[src/verilog/rot_pkg.sv]
// package for the byte rotate unit: opcodes, widths, carrier types, reset values
package rot_pkg;

    localparam int DATA_W = 8;
    localparam int TOP_BIT = 7;
    localparam int BOTTOM_BIT = 0;
    localparam logic [7:0] ACC_RESET = 8'h00;
    localparam logic [7:0] DATA_RESET = 8'h00;
    localparam logic CARRY_RESET = 1'b0;
    localparam int RESULT_LATENCY = 1;

    // rotate instruction family
    typedef enum logic [2:0] {
        rotl_mem,
        rotl_to_acc,
        rotl_carry_mem,
        rotl_carry_to_acc,
        rotr_mem,
        rotr_to_acc,
        rotr_carry_mem,
        rotr_carry_to_acc
    } rot_op_type;

    // request from decode: operation plus memory operand
    typedef struct packed {
        rot_op_type op;
        logic [7:0] operand;
    } rot_req_type;

    // answer toward data memory and accumulator write ports
    typedef struct packed {
        logic memWrite;
        logic accWrite;
        logic carryWrite;
        logic [7:0] data;
    } rot_res_type;

endpackage

[src/verilog/rot_shift.sv]
// combinational one-bit rotate of a byte with a chosen fill bit
`timescale 1ns/1ps
module rot_shift (
    // control
    input wire logic toRight,
    input wire logic fillBit,
    // data
    input wire logic [7:0] dataIn,
    output logic [7:0] dataOut,
    output logic outBit
);
    import rot_pkg::*;

    // shift one place and insert fill at the vacated end
    always_comb begin
        if (toRight) begin
            dataOut = {fillBit, dataIn[TOP_BIT:1]};
            outBit = dataIn[BOTTOM_BIT];
        end else begin
            dataOut = {dataIn[TOP_BIT-1:0], fillBit};
            outBit = dataIn[TOP_BIT];
        end
    end

endmodule

[src/verilog/byte_rotate_unit.sv]
// byte rotate unit: executes the eight rotate instructions on a memory operand
`timescale 1ns/1ps
module byte_rotate_unit (
    // clock and reset
    input wire logic clk,
    input wire logic rstn,
    // request from decode
    input wire logic reqValid,
    input wire rot_pkg::rot_req_type req,
    // flag state
    input wire logic carryIn,
    // results
    output logic doneValid,
    output rot_pkg::rot_res_type res,
    output logic [7:0] accOut,
    output logic carryOut
);
    import rot_pkg::*;

    // timing of one rotate:
    // - taken at the edge where reqValid is high
    // - strobes, byte and carry show one edge later
    // - strobes and done pulse last one cycle
    // - byte and accumulator hold until the next qualifying request
    // - back to back requests are taken every cycle
    // - while idle the carry state follows the core flag
    // - a rotate through carry chains on the carry just produced

    // decoded operation
    logic toRight;
    logic throughCarry;
    logic toAcc;

    // rotate datapath
    logic wrapBit;
    logic fillBit;
    logic [7:0] rotated;
    logic outBit;

    // request qualifiers by destination
    logic takeMem;
    logic takeAcc;
    logic takeCarry;

    // registered answer and next values
    logic doneValid_r;
    logic memWrite_r;
    logic accWrite_r;
    logic carryWrite_r;
    logic [7:0] data_r;
    logic [7:0] data_nxt;
    logic [7:0] acc_r;
    logic [7:0] acc_nxt;
    logic carry_r;
    logic carry_nxt;

    // decode the opcode into direction, carry use and destination
    always_comb begin
        toRight = 1'b0;
        throughCarry = 1'b0;
        toAcc = 1'b0;
        unique case (req.op)
            rotl_mem: begin
            end
            rotl_to_acc: toAcc = 1'b1;
            rotl_carry_mem: throughCarry = 1'b1;
            rotl_carry_to_acc: begin
                throughCarry = 1'b1;
                toAcc = 1'b1;
            end
            rotr_mem: toRight = 1'b1;
            rotr_to_acc: begin
                toRight = 1'b1;
                toAcc = 1'b1;
            end
            rotr_carry_mem: begin
                toRight = 1'b1;
                throughCarry = 1'b1;
            end
            rotr_carry_to_acc: begin
                toRight = 1'b1;
                throughCarry = 1'b1;
                toAcc = 1'b1;
            end
        endcase
    end

    assign wrapBit = toRight ? req.operand[BOTTOM_BIT] : req.operand[TOP_BIT];

    always_comb begin
        if (throughCarry) begin
            fillBit = carry_r;
        end else begin
            fillBit = wrapBit;
        end
    end

    // one-place rotate with the chosen fill
    rot_shift shifter (
        .toRight(toRight),
        .fillBit(fillBit),
        .dataIn(req.operand),
        .dataOut(rotated),
        .outBit(outBit)
    );

    // qualify the request once per destination
    // no memory write for accumulator forms
    assign takeMem = reqValid && !toAcc;
    assign takeAcc = reqValid && toAcc;
    assign takeCarry = reqValid && throughCarry;

    always_comb begin
        carry_nxt = carryIn;
        if (takeCarry) begin
            carry_nxt = outBit;
        end
    end

    // carry state; a rotate through carry takes the place of the core flag
    always_ff @(posedge clk) begin
        if (!rstn) begin
            carry_r <= CARRY_RESET;
        end else begin
            carry_r <= carry_nxt;
        end
    end

    // one-cycle completion pulse per accepted rotate
    always_ff @(posedge clk) begin
        if (!rstn) begin
            doneValid_r <= 1'b0;
        end else begin
            doneValid_r <= reqValid;
        end
    end

    always_ff @(posedge clk) begin
        if (!rstn) begin
            memWrite_r <= 1'b0;
        end else begin
            memWrite_r <= takeMem;
        end
    end

    always_ff @(posedge clk) begin
        if (!rstn) begin
            accWrite_r <= 1'b0;
        end else begin
            accWrite_r <= takeAcc;
        end
    end

    always_ff @(posedge clk) begin
        if (!rstn) begin
            carryWrite_r <= 1'b0;
        end else begin
            carryWrite_r <= takeCarry;
        end
    end

    // result byte holds until the next accepted rotate
    always_comb begin
        data_nxt = data_r;
        if (reqValid) begin
            data_nxt = rotated;
        end
    end

    always_ff @(posedge clk) begin
        if (!rstn) begin
            data_r <= DATA_RESET;
        end else begin
            data_r <= data_nxt;
        end
    end

    // memory forms leave the accumulator alone
    always_comb begin
        acc_nxt = acc_r;
        if (takeAcc) begin
            acc_nxt = rotated;
        end
    end

    always_ff @(posedge clk) begin
        if (!rstn) begin
            acc_r <= ACC_RESET;
        end else begin
            acc_r <= acc_nxt;
        end
    end

    // drive the outputs from the flip-flops
    assign doneValid = doneValid_r;
    assign res = '{memWrite: memWrite_r, accWrite: accWrite_r, carryWrite: carryWrite_r,
        data: data_r};
    assign accOut = acc_r;
    assign carryOut = carry_r;

endmodule

[config.mk]
export PLATFORM = sky130hd
export DESIGN_NAME = byte_rotate_unit
export DESIGN_NICKNAME = d
export VERILOG_FILES = /design/src/verilog/rot_pkg.sv /design/src/verilog/rot_shift.sv /design/src/verilog/byte_rotate_unit.sv
export SDC_FILE = /design/constraint.sdc
export NUM_CORES = 1
export LEC_CHECK = 0
export BUFFER_PORTS_ARGS = -buffer_cell sky130_fd_sc_hd__buf_2
export CORE_MARGIN = 8
export CORE_UTILIZATION = 30
export DETAILED_ROUTE_END_ITERATION = 6
export PLACE_DENSITY_LB_ADDON = 0.08
export SETUP_SLACK_MARGIN = 0.2
export SLEW_MARGIN = 5
export SYNTH_ARGS = -nofsm -noshare
export SYNTH_HDL_FRONTEND = slang
export SYNTH_SLANG_ARGS = --single-unit
export TNS_END_PERCENT = 20
[constraint.sdc]
create_clock -name clk -period 1.2 [get_ports clk]
set_input_delay 0.18 -clock clk [delete_from_list [all_inputs] [get_ports clk]]
set_output_delay 0.18 -clock clk [all_outputs]
set_load 0.01 [all_outputs]
==> Word-level counts from Yosys, hierarchy flattened <==
Index checks and enable logic that the tools add are counted.
{ "word_totals": {"reg_bits": 21, "input_bits": 15, "out_inout_bits": 21, "word_cells": 28} }
{ "op_classes": {"eq_ne": 7, "muxes": 7, "reduce_logical": 7} }
{ "op_table": {"columns": ["operator", "count"], "rows": [
  ["== test 3 bit (second input constant)", 4],
  ["OR reduction 4 bit", 3],
  ["two-way mux 8 bit", 1],
  ["== test 3 x 2 -> 1 bit (second input constant)", 2],
  ["two-way mux 1 bit", 6],
  ["== test 3 x 1 -> 1 bit (second input constant)", 1],
  ["logical AND 1 bit", 3],
  ["zero test 1 bit", 1]
]} }

==> Logic depth before layout (Yosys ltp) <==
Gate-level depths: netlist of run 1.
{ "depth": {"word_depth": 6, "depth_mapped": 5, "mapped_depth_nobuf": 3} }

==> Modules after synthesis <==
Synthesis of run 1 repeated with hierarchy kept, for this count alone.
{ "hier_totals": {"hier_cells": 92, "area_unflattened_um2": 1071.0} }
{ "by_module_without_submodules": {"columns": ["module", "instances", "cells_per_inst", "area_per_inst_um2", "seq_area_each_um2"], "rows": [
  ["byte_rotate_unit", 1, 82, 924.6, 420.4],
  ["rot_shift", 1, 10, 146.4, 0.0]
]} }

==> Worst setup path before layout of run 1 <==
Ideal clock, no wire load.
{ "synth_path": {"path_type": "flip-flop to flip-flop", "start": "reg carry_r (netlist: carryOut)", "end": "reg acc_r[7] (netlist: accOut[7])", "setup_time_ns": 0.100, "arrival_ns": 0.878, "t_required_ns": 1.100, "path_slack_ns": 0.222, "stages_incl_launch_ff": 4, "n_path_buf": 0, "synth_period_minus_slack_ns": 0.978, "path_cell_list": "dfxtp_1 mux2i_1 and3_4 a2111oi_4"} }
{ "synth_between": {"elab_chain_cells": 2} }
{ "synth_lines": {"columns": ["element", "line", "text"], "rows": [
  ["from (decl)", "byte_rotate_unit.sv:54", "logic carry_r;"],
  ["from (signal assigned)", "byte_rotate_unit.sv:125", "carry_r <= carry_nxt;"],
  ["two-way mux 1 bit", "byte_rotate_unit.sv:91", "if (throughCarry) begin"],
  ["two-way mux 8 bit", "rot_shift.sv:16", "if (toRight) begin"],
  ["to (signal assigned)", "byte_rotate_unit.sv:190", "acc_r <= acc_nxt;"],
  ["to (decl)", "byte_rotate_unit.sv:52", "logic [7:0] acc_r;"]
]} }
Every way passes these cells.
A chain may end at the register's enable or synchronous reset.

==> Worst setup path in the final report of run 1 <==
Same ends and word-level chain as after synthesis.

==> results of run 1 <==
report_power, final:
group | leakage (uW) | internal, uW | switching, uW | total, uW
registers | 0.000175 | 744 | 19.6 | 763
clock network | 0.0000150 | 129 | 203 | 332
logic | 0.000336 | 116 | 134 | 250
what timing repair did:
item / 4_1_cts / 5_1_grt
hold endpoints to repair: 0 / 0
endpoints found under the setup margin: 1 / 12
gates resized for setup: 1 / 4
pin swaps: 0 / 0
metrics by stage:
| step | power (uW) | std cells | instance area, um^2 | util [%] |
|---|---|---|---|---|
| after floorplan | 929 | 88 | 886 | - |
| after global placement | 1030 | 150 | 1070 | 38.5 |
| after detailed placement | 1030 | 150 | 1070 | 38.5 |
| after CTS | 1370 | 154 | 1100 | 39.5 |
| after global routing | 1430 | 154 | 1110 | 40.1 |
| final | 1350 | 154 | 1110 | 40.1 |
routing by layer:
layer | vias to the layer above | track usage, % | part of all wire [%]
met4 | 0 | 4.02 | 0.99
met2 | 17 | 13.0 | 45
met1 | 327 | 10.4 | 48
met5 | - | 0 | 0
met3 | 2 | 3.81 | 6.2
li1 | 382 | - | -
worst max-delay path by stage:
stage	slack [ns]	startpoint	end	cells past startpoint
2_1_floorplan	0.22	carryOut$_SDFF_PN0_	accOut[7]$_SDFFE_PN0P_	3
3_3_place_gp	0.18	req[8]	accOut[7]$_SDFFE_PN0P_	4
3_5_place_dp	0.16	req[8]	accOut[7]$_SDFFE_PN0P_	4
4_1_cts	0.22	accOut[2]$_SDFFE_PN0P_	accOut[2]	1
5_1_grt	0.18	data_r[7]$_SDFFE_PN0P_	res[7]	1
6_report	0.24	carryOut$_SDFF_PN0_	accOut[7]$_SDFFE_PN0P_	3
cell usage after synthesis, drive strengths merged:
cell type and n:
dfxtp 21, nor2 14, a211oi 12, buf 8, mux2i 8, a21oi 3, and2 3, and3 3
nand2b 3, and2b 2, o21ai 2, a2111oi 1, a21o 1, a311oi 1, clkbuf 1, inv 1
nand2 1, nand3b 1, nor3 1, o311ai 1
worst register-to-register path: stages, from the launching register on:
cell and delay (ns):
dfxtp_2 0.35, mux2i_1 0.09, and3_4 0.18, a2111oi_4 0.25
state kept, by name, summed over array words and instances (netlist names):
| register | count |
|---|---|
| accWrite_r | 1 |
| carryWrite_r | 1 |
| memWrite_r | 1 |
| carryOut | 1 |
| accOut | 8 |
| doneValid | 1 |
| data_r | 8 |
layout make-up:
cell class | count | area, um^2 | share of cell area [%]
Tap cell | 31 | 38.8 | 3.48
Inverter | 1 | 3.75 | 0.337
Multi-Input combinational cell | 57 | 403 | 36.1
Sequential cell | 21 | 424 | 38.0
Clock buffer | 4 | 26.3 | 2.36
Timing Repair Buffer | 40 | 219 | 19.6
cell families (layout without fill, tap and decap cells):
group	Yosys count	after routing
AO/OA/AOI/OAI	21	21
buffers and inverters	10	45
flip-flops	21	21
multiplexers	8	8
AND/OR/NAND/NOR	28	28
==> summary.md, run 1 <==
| Metric | Value |
|---|---|
| Status | complete, no violations |
| Critical path data arrival time | 1.16 ns |
| Slowest CP cell | dfxtp_2 |
| Period utilisation layout | 79.7% |
| Max frequency | 1040 MHz |
| Synth warn | 0 |
| Final WL | 2120 um |
| Largest cells by area after synthesis | dfxtp_1 (47%), a211oi_1 (10%), mux2i_1 (9.0%), nor2_1 (5.9%), buf_4 (3.4%) |
| Crit. End Element | flip-flop |
| Starting Density | 31.8% |
| Avg Cell Area, Syn | 10.1 um^2 |
| Fin. max-slew vios | 0 |
| Crit-path max cell delay | 0.35 ns |
| Post-Synth Simple-Gate Area | 16.7% |
| Max IR drop VDD | 0.000589 V |
| Synthesized area | 886 um^2 |
| Hold path startpoint | req[8] |
| DRT iter0 DRCs | 8 |
| Die area | 4950 um^2 |
| Sequential fraction of the synthesis area | 47.5% |
| Clock sink total | 21 |
| Adder-Cell Fraction of Synth Area | 0% |
| Final Hold Vio Count | 0 |
| ANT cells | 0 |
| Most frequent cells in the layout | buf_2 (34), dfxtp_1 (18), nor2_1 (14) |
| Largest family of logic cells by synthesized area | compound AO/OA/AOI/OAI gates |
| Antenna Nets Post-Route | 0 |
| Clock latency on the worst-skew pair | 0.29 ns |
| Clock period minus worst slack | 0.957 ns |
| Core Rows | 19 |
| Endpoint, Worst Hold | accWrite_r$_SDFF_PN0_ |
| Clock root buffer | clkbuf_4 |
| Measured slew at the worst slew-check pin | 0.340 ns |
| Width of the die | 70.3 um |
| Yosys top cell by area | dfxtp_1 |
| Drt pass-1 iters | 3 |
| Final Wtd Congestion | 0.693 |
| Max_slew headroom | 77.3% |
| Nets | 139 |
| Count of final setup violators | 0 |
| Post-synthesis mux area share | 9.04% |
| Critical path class | reg2reg |
| Post-Synth XOR/XNOR Area | 0% |
| CTS tree | built |
| Post-CTS Repair Setup Buffers | 0 |
| Core area | 2780 um^2 |
| Post-synth cell types | 24 |
| Synth Area in Compound Gates | 18.9% |
| Max FO, Critical Path | 3 |
| Crit path max-delay family | flip-flops |
| Gr usage total | 8.70% |
| Reg2reg start | carryOut$_SDFF_PN0_ |
| HPWL after DPL | 1660 um |
| Worst R2R Setup Slack | 0.24 ns |
| Grt ovf | 0 |
| Pwr Density | 1210 nW/um^2 |
| FILL cells | 309 |
| Worst Hold Path Cells | 2 |
| H-tree levels | 1 |
| Worst setup margin | 0.243 ns |
| Crit start category | flip-flop |
| RSZ-0062 raised after global routing | yes |
| Clock Tree Buf Depth | 2 |
| CP Buf/Inv Count | 0 |
| Die height | 70.3 um |
| Worst EP required | 1.40 ns |
| FF-to-FF path depth | 3 |
| Via/cell ratio | 4.73 |
| Syn nets | 103 |
| Vias in the first global route | 770 |
| I/O pins | 36 |
| Maxcap violations | 0 |
| Worst Hold Class | in2reg |
| Max Clock Skew | 0.00279 ns |
| Commonest non-fill, non-tap cell in the layout | buf_2 |
| Reg clk slew, reported paths | 0.11 ns |
| Setup WS pre-CTS | 0.163 ns |
| Largest net degree at the start of global routing | 15 |
| Setup TNS | 0 ns |
| Initial antenna violation count | 0 |
| First-pass GRT wire length | 3550 um |
| Vias post-DR | 728 |
| CP cell instances | mux2i_1 > and3_4 > a2111oi_4 |
| Post-Syn Instances | 88 |
| Worst Hold Slack | 0.138 ns |
| WL/cell | 13.8 um |
| CTS Hold Buffers Added | 0 |
| RR Endpoint | accOut[7]$_SDFFE_PN0P_ |
| Syn-to-layout area delta | 25.8% |
| Yosys reg bits | 21 |
| DRC | 0 |
| Cts bufs inserted | 3 |
| Pleak | 0.000526 uW |
| Count of input and output buffers | 35 |
| Share of cells above drive strength 1 | 40.7% |
| Synth top area share | 47.5% |
Power figures use the tool's default switching activity.
==> inputs of run 2 (changes only) <==
--- a/config.mk
+++ b/config.mk
@@ -5,6 +5,7 @@
 export SDC_FILE = /design/constraint.sdc
 export NUM_CORES = 1
 export LEC_CHECK = 0
+export ABC_AREA = 1
 export BUFFER_PORTS_ARGS = -buffer_cell sky130_fd_sc_hd__buf_2
 export CORE_MARGIN = 8
 export CORE_UTILIZATION = 30
==> constraint.sdc (replaced) <==
create_clock -name clk -period 0.8 [get_ports clk]
set_input_delay 0.12 -clock clk [delete_from_list [all_inputs] [get_ports clk]]
set_output_delay 0.12 -clock clk [all_outputs]
set_load 0.01 [all_outputs]
==> run 2 against run 1 <==
Against the previous run: the flow now finishes with violations (negative setup slack); routed wire length up 10%; die area up 8.6%; sequential cell count unchanged; core utilization up 4.6 points; clock-buffer cell count unchanged; critical path depth up 2; global-route usage up 0.25 points; via count up 19%; cell count up 35%; sequential power up 53%; fmax up 8.0%; largest cell class unchanged; largest power group unchanged.
==> summary.md, run 2 <==
| Metric | Value |
|---|---|
| Status | finished, violations left (was complete, no violations) |
| Failing checks | negative setup slack |
| Slowest CP cell | dfxtp_2 (unchanged) |
| Count of input and output buffers | 35 (unchanged) |
| Worst setup margin | -0.0863 ns (was 0.243 ns) |
| Width of the die | 73.3 um (was 70.3 um) |
| Placed Cells | 196 (was 150) |
| Crit path max-delay family | simple AND/OR/NAND/NOR gates (was flip-flops) |
| Cell internal pwr | 1620 uW (was 989 uW) |
| Maxcap violations | 0 (unchanged) |
| Core Rows | 21 (was 19) |
| Yosys reg bits | 21 (unchanged) |
| Clock root buffer | clkbuf_4 (unchanged) |
| HPWL after DPL | 1850 um (was 1660 um) |
| Crit-path max cell delay | 0.34 ns (was 0.35 ns) |
| Setup WS pre-CTS | -0.123 ns (was 0.163 ns) |
| Crit. End Element | flip-flop (unchanged) |
| Vias in the first global route | 882 (was 770) |
| Gr usage total | 8.95% (was 8.70%) |
| Crit. Startpoint | carryOut$_SDFF_PN0_ (unchanged) |
| CTS tree | built (unchanged) |
| Largest net degree at the start of global routing | 17 (was 15) |
| Synth cell count leaders | dfxtp_1 (21), nand2_1 (14), nor2_1 (12) (was dfxtp_1 (21), nor2_1 (14), a211oi_1 (12)) |
| Die height | 73.3 um (was 70.3 um) |
| Worst Hold Class | in2reg (unchanged) |
| Clock period minus worst slack | 0.886 ns (was 0.957 ns) |
| Vias post-DR | 867 (was 728) |
| Commonest non-fill, non-tap cell in the layout | buf_2 (unchanged) |
| Post-synthesis async set-or-reset flop share | 0% (unchanged) |
| Most frequent cells in the layout | buf_2 (19), dfxtp_2 (17), buf_4 (17) (was buf_2 (34), dfxtp_1 (18), nor2_1 (14)) |
| Max_slew headroom | 85.5% (was 77.3%) |
| Synthesized area | 985 um^2 (was 886 um^2) |
| Sw frac | 27.8% (was 26.5%) |
| Count of final setup violators | 25 (was 0) |
| Max FO, Critical Path | 2 (was 3) |
| Synth warn | 0 (unchanged) |
| DRT iter0 DRCs | 13 (was 8) |
| Initial antenna violation count | 0 (unchanged) |
| Clock Tree Buf Depth | 2 (unchanged) |
| Number of synthesized flops with an enable pin | 0 (unchanged) |
| Period utilisation layout | 111% (was 79.7%) |
| Die area | 5370 um^2 (was 4950 um^2) |
| Total power | 2240 uW (was 1350 uW) |
| Syn-to-layout area delta | 46.5% (was 25.8%) |
| Layout Cells excl Fill | 208 (was 154) |
| Pleak | 0.000719 uW (was 0.000526 uW) |
| Cts bufs inserted | 3 (unchanged) |
| Reg2reg start | carryOut$_SDFF_PN0_ (unchanged) |
| RSZ-0062 raised after global routing | yes (unchanged) |
| Sequential fraction of the synthesis area | 42.7% (was 47.5%) |
| FILL cells | 347 (was 309) |
| Pwr Density | 1550 nW/um^2 (was 1210 nW/um^2) |
| Grt ovf | 0 (unchanged) |
| Clock latency on the worst-skew pair | 0.30 ns (was 0.29 ns) |
| CTS Hold Buffers Added | 0 (unchanged) |
| Final Wtd Congestion | 0.803 (was 0.693) |
| I/O pins | 36 (unchanged) |
| Sequential share of power | 52.1% (was 56.8%) |
| Clock sink total | 21 (unchanged) |
| ANT cells | 0 (unchanged) |
| Critical path class | reg2reg (unchanged) |
| Max Clock Skew | 0.00200 ns (was 0.00279 ns) |
| Cell with the most instances after synthesis | dfxtp_1 (unchanged) |
| Yosys top cell by area | dfxtp_1 (unchanged) |
| CP Buf/Inv Count | 1 (was 0) |
| Fin. max-slew vios | 0 (unchanged) |
| Worst EP required | 1.01 ns (was 1.40 ns) |
| Final WL | 2340 um (was 2120 um) |
| Reg clk slew, reported paths | 0.11 ns (about the same) |
| Critical path data arrival time | 1.10 ns (was 1.16 ns) |
| Antenna Nets Post-Route | 0 (unchanged) |
| Clk pwr share | 22.8% (was 24.7%) |
| Max IR drop VDD | 0.000608 V (was 0.000589 V) |
| Top FF cell, synth | dfxtp_1 (unchanged) |
| Drt pass-1 iters | 3 (unchanged) |
| Synth top area share | 42.7% (was 47.5%) |
| Syn nets | 128 (was 103) |
| Combinational share of power | 25.0% (was 18.6%) |
| Largest cells by area after synthesis | dfxtp_1 (43%), o211ai_2 (6.4%), o21ai_2 (6.2%), nand2_1 (5.3%), nor2_1 (4.6%) (was dfxtp_1 (47%), a211oi_1 (10%), mux2i_1 (9.0%), nor2_1 (5.9%), buf_4 (3.4%)) |
| Share of cells above drive strength 1 | 64.2% (was 40.7%) |
| Max frequency | 1130 MHz (was 1040 MHz) |
| NetSw | 623 uW (was 356 uW) |
| Nets | 178 (was 139) |
| Core area | 3230 um^2 (was 2780 um^2) |
| H-tree levels | 1 (unchanged) |
| Crit start category | flip-flop (unchanged) |
| Post-Syn Instances | 113 (was 88) |
| Post-synth cell types | 24 (unchanged) |
| WL/cell | 11.3 um (was 13.8 um) |
| CP cell instances | or2_4 > nand3_2 > nand3_1 > nand2_1 > inv_1 (was mux2i_1 > and3_4 > a2111oi_4) |
| Starting Density | 30.5% (was 31.8%) |
| Hold path startpoint | req[8] (unchanged) |
| Final Hold Vio Count | 0 (unchanged) |
| Final core utilization | 44.6% (was 40.1%) |
| Measured slew at the worst slew-check pin | 0.217 ns (was 0.340 ns) |
| First-pass GRT wire length | 3720 um (was 3550 um) |
| Avg Cell Area, Syn | 8.71 um^2 (was 10.1 um^2) |
| Via/cell ratio | 4.17 (was 4.73) |
| DRC | 0 (unchanged) |
==> run 2: what timing repair did <==
| action | 4_1_cts | 5_1_grt |
|---|---|---|
| setup buffers | 7 | 1 |
| gates resized for setup | 35 | 1 |
| pin swaps | 7 | 6 |
| gates cloned | 0 | 0 |
| endpoints found under the setup margin | 35 | 37 |
==> run 2: logic make-up (layout without fill, tap and decap cells) <==
kind of cell	after synthesis	after routing	synth area share (%)
buffers and inverters	23	72	15.6
flip-flops	21	21	42.7
AND/OR/NAND/NOR	44	44	21.3
AO/OA/AOI/OAI	25	25	20.3
==> run 2: worst paths after layout <==
kind | end | slack, ns | cells after the start
min reg2reg | data_r[6]$_SDFFE_PN0P_ | 0.52 | 2
min | memWrite_r$_SDFF_PN0_ | 0.02 | 2
max reg2reg | accOut[0]$_SDFFE_PN0P_ | -0.09 | 5
max | accOut[0]$_SDFFE_PN0P_ | -0.09 | 5
==> run 2: power by group through the flow <==
stage | logic [uW] | registers (uW) | clock network [uW]
finish | 562 | 1170 | 512
CTS | 563 | 1170 | 552
detailed placement | 452 | 1170 | 0
global route | 618 | 1180 | 588
global placement | 452 | 1170 | 0
floorplan | 258 | 1210 | 0
==> run 2: through the flow <==
stage	TNS [ns]	area [um^2]	hold WS [ns]
after global placement	-0.872	1220	0.341
final	-1.80	1440	0.0198
after CTS	-2.29	1430	0.0116
after global routing	-2.95	1440	0.0103
after detailed placement	-0.990	1220	0.346
after floorplan	-0.226	986	0.192
==> run 2: layout make-up <==
cell class                 count  area [um^2]  share of cell area [%]
tap                           46         57.6                    3.99
sequential                    21          442                    30.6
multi-input combinational     69          428                    29.7
inverter                      15         66.3                    4.60
clock buffer                   4         26.3                    1.82
timing repair buffer          53          423                    29.3
==> run 2: routing by layer <==
| metal | vias to the layer above | GRT usage, % | part of all wire, % |
|---|---|---|---|
| li1 | 459 | - | - |
| met1 | 384 | 10.2 | 47 |
| met3 | 2 | 3.82 | 8.3 |
| met2 | 22 | 14.4 | 44 |
| met4 | 0 | 3.33 | 0.64 |
| met5 | - | 0 | 0 |
==> run 2: worst register-to-register path: cells and delay by family, from the launching register on <==
family / cells / cell delay, ns
flops: 1 / 0.34
simple gates: 4 / 0.43
buf+inv: 1 / 0.03
==> inputs of run 3 (changes only) <==
--- a/config.mk
+++ b/config.mk
@@ -7,7 +7,7 @@
 export LEC_CHECK = 0
 export ABC_AREA = 1
 export BUFFER_PORTS_ARGS = -buffer_cell sky130_fd_sc_hd__buf_2
-export CORE_MARGIN = 8
+export CORE_MARGIN = 4
 export CORE_UTILIZATION = 30
 export DETAILED_ROUTE_END_ITERATION = 6
 export PLACE_DENSITY_LB_ADDON = 0.08
==> run 3 against run 2 <==
Against the previous run: the flow finishes with violations (negative hold slack, negative setup slack); total power decreased by 0.28%; highest routed layer unchanged; sequential share of layout area rose by 0.74 points; clock power rose by 2%; sequential power barely moved; cell area shrank 2.1%; core utilization rose by 0.89 points; die area fell by 21%; worst hold slack worse by 0.021 ns; clock-buffer cell count stayed put; sequential cell count unchanged; largest cell class unchanged; critical path type is now reg2out; first-iteration DRC count up 85%; fmax down 0.96%.
==> summary.md, run 3 (synthesis results as in run 2) <==
| Metric | Value |
|---|---|
| Status | finished, violations left (unchanged) |
| Failing checks | negative hold slack, negative setup slack (was negative setup slack) |
| Fin. max-slew vios | 0 (unchanged) |
| ANT cells | 0 (unchanged) |
| Max Clock Skew | 0.000464 ns (was 0.00200 ns) |
| Vias in the first global route | 824 (was 882) |
| Setup TNS | -1.87 ns (was -1.80 ns) |
| RR Endpoint | data_r[0]$_SDFFE_PN0P_ (was accOut[0]$_SDFFE_PN0P_) |
| Clock Tree Buf Depth | 2 (unchanged) |
| Die height | 65.3 um (was 73.3 um) |
| Cts bufs inserted | 3 (unchanged) |
| Routed wl met2 | 971 um (was 1030 um) |
| Count of input and output buffers | 35 (unchanged) |
| Measured slew at the worst slew-check pin | 0.264 ns (was 0.217 ns) |
| Maxcap violations | 0 (unchanged) |
| Core area | 3100 um^2 (was 3230 um^2) |
| FF-to-FF path depth | 5 (unchanged) |
| Critical path data arrival time | 0.77 ns (was 1.10 ns) |
| RSZ-0062 raised after global routing | yes (unchanged) |
| H-tree levels | 1 (unchanged) |
| Sequential share of power | 52.3% (was 52.1%) |
| HPWL after DPL | 1680 um (was 1850 um) |
| Reg2reg start | carryOut$_SDFF_PN0_ (unchanged) |
| Starting Density | 31.7% (was 30.5%) |
| Crit path max-delay family | flip-flops (was simple AND/OR/NAND/NOR gates) |
| Max IR drop VDD | 0.000578 V (was 0.000608 V) |
| Max layer used | met4 (unchanged) |
| Period utilisation layout | 112% (was 111%) |
| Antenna Nets Post-Route | 0 (unchanged) |
| DRC | 0 (unchanged) |
| Worst Hold Class | in2reg (unchanged) |
| Nets | 175 (was 178) |
| Pwr Density | 1580 nW/um^2 (was 1550 nW/um^2) |
| Clock period minus worst slack | 0.895 ns (was 0.886 ns) |
| Clock sink total | 21 (unchanged) |
| Pleak | 0.000701 uW (was 0.000719 uW) |
| Via/cell ratio | 4.19 (was 4.17) |
| Max FO, Critical Path | 2 (unchanged) |
| Worst Hold Slack | -0.00143 ns (was 0.0198 ns) |
| Max_slew headroom | 82.4% (was 85.5%) |
| Worst R2R Setup Slack | -0.09 ns (about the same) |
| Count of final setup violators | 25 (unchanged) |
| Sw frac | 28.2% (was 27.8%) |
| Critical path class | reg2out (was reg2reg) |
| Detail Route met3 WL | 127 um (was 194 um) |
| Grt ovf | 0 (unchanged) |
| Clock latency on the worst-skew pair | 0.30 ns (about the same) |
| CP cell instances | buf_2 (was or2_4 > nand3_2 > nand3_1 > nand2_1 > inv_1) |
| I/O pins | 36 (unchanged) |
| Setup WS pre-CTS | -0.142 ns (was -0.123 ns) |
| DRT iter0 DRCs | 24 (was 13) |
| Final WL | 2230 um (was 2340 um) |
| Reg clk slew, reported paths | 0.12 ns (was 0.11 ns) |
| Crit path to | carryOut (was accOut[0]$_SDFFE_PN0P_) |
| Width of the die | 65.3 um (was 73.3 um) |
| Share of cells above drive strength 1 | 64.2% (about the same) |
| Worst Hold Path Cells | 2 (unchanged) |
| Combinational share of power | 24.4% (was 25.0%) |
| Drt pass-1 iters | 4 (was 3) |
| Slowest CP cell | dfxtp_2 (unchanged) |
| Vias post-DR | 851 (was 867) |
| FILL cells | 343 (was 347) |
| Final Hold Vio Count | 1 (was 0) |
| Clk pwr share | 23.3% (was 22.8%) |
| Worst EP required | 0.68 ns (was 1.01 ns) |
| Core Rows | 20 (was 21) |
| CTS tree | built (unchanged) |
| Crit-path max cell delay | 0.35 ns (was 0.34 ns) |
| Total power | 2240 uW (about the same) |
| Most frequent cells in the layout | dfxtp_2 (18), buf_2 (18), buf_6 (17) (was buf_2 (19), dfxtp_2 (17), buf_4 (17)) |
| NetSw | 631 uW (was 623 uW) |
| Crit start category | flip-flop (unchanged) |
| CP Buf/Inv Count | 1 (unchanged) |
| Largest net degree at the start of global routing | 17 (unchanged) |
| Levels on crit path | 1 (was 5) |
| Syn-to-layout area delta | 43.5% (was 46.5%) |
| First-pass GRT wire length | 3800 um (was 3720 um) |
| Final Wtd Congestion | 0.843 (was 0.803) |
| Die area | 4260 um^2 (was 5370 um^2) |
| WL/cell | 11.0 um (was 11.3 um) |
| Max frequency | 1120 MHz (was 1130 MHz) |
| Crit. End Element | output pin (was flip-flop) |
| Worst setup margin | -0.0948 ns (was -0.0863 ns) |
| Crit. Startpoint | carryOut$_SDFF_PN0_ (unchanged) |
| Metal-1 WL | 1110 um (about the same) |
| Initial antenna violation count | 0 (unchanged) |
| Cell internal pwr | 1610 uW (was 1620 uW) |
| Clock root buffer | clkbuf_4 (unchanged) |
| Gr usage total | 11.5% (was 8.95%) |
## run 3: changes by cell type in the layout (fill, tap and decap cells not counted)
cell / previous run / this run
buf_12: 1 / 0
dfxtp_1: 4 / 3
buf_2: 19 / 18
dfxtp_2: 17 / 18
buf_4: 17 / 15
buf_6: 16 / 17
## run 3: power by group through the flow
| stage | clock network (uW) | logic, uW | registers, uW |
|---|---|---|---|
| 6_report | 522 | 546 | 1170 |
| 5_1_grt | 603 | 606 | 1180 |
| 4_1_cts | 549 | 545 | 1170 |
| 3_5_place_dp | 0 | 435 | 1170 |
| 3_3_place_gp | 0 | 433 | 1170 |
| 2_1_floorplan | 0 | 258 | 1210 |
## run 3: how the worst min path moves through the flow
stage	startpoint	end	slack, ns
floorplan	req[8]	memWrite_r$_SDFF_PN0_	0.19
finish	req[8]	memWrite_r$_SDFF_PN0_	-0.001
detailed placement	req[8]	memWrite_r$_SDFF_PN0_	0.33
CTS	req[8]	memWrite_r$_SDFF_PN0_	-0.004
global route	req[8]	memWrite_r$_SDFF_PN0_	-0.01
global placement	req[8]	memWrite_r$_SDFF_PN0_	0.33
## run 3: through the flow
step                instance area (um^2)  utilization (%)  std cells
CTS                                 1400             45.0        203
global placement                    1190             38.3        192
finish                              1410             45.5        203
global route                        1410             45.5        203
floorplan                            986                -        113
detailed placement                  1190             38.3        192
## run 3: cell type report
| class | instances | area (um^2) | share of cell area, % |
|---|---|---|---|
| multi-input cells | 69 | 428 | 30.3 |
| repair buffers | 50 | 394 | 27.9 |
| clock buffers | 4 | 26.3 | 1.86 |
| flip-flops and latches | 21 | 443 | 31.4 |
| inverters | 15 | 66.3 | 4.69 |
| well taps | 44 | 55.1 | 3.90 |
## run 3: per-layer routing
layer | up-vias | global-route usage (%)
li1 | 452 | -
met1 | 372 | 15.3
met2 | 25 | 18.0
met3 | 2 | 2.91
met4 | 0 | 3.89
met5 | - | 0
## run 3: what timing repair did
action	4_1_cts	5_1_grt
setup endpoints to repair	37	37
endpoints found under the hold margin	1	1
pin swaps	6	7
resized for setup	34	4
setup buffers	7	0
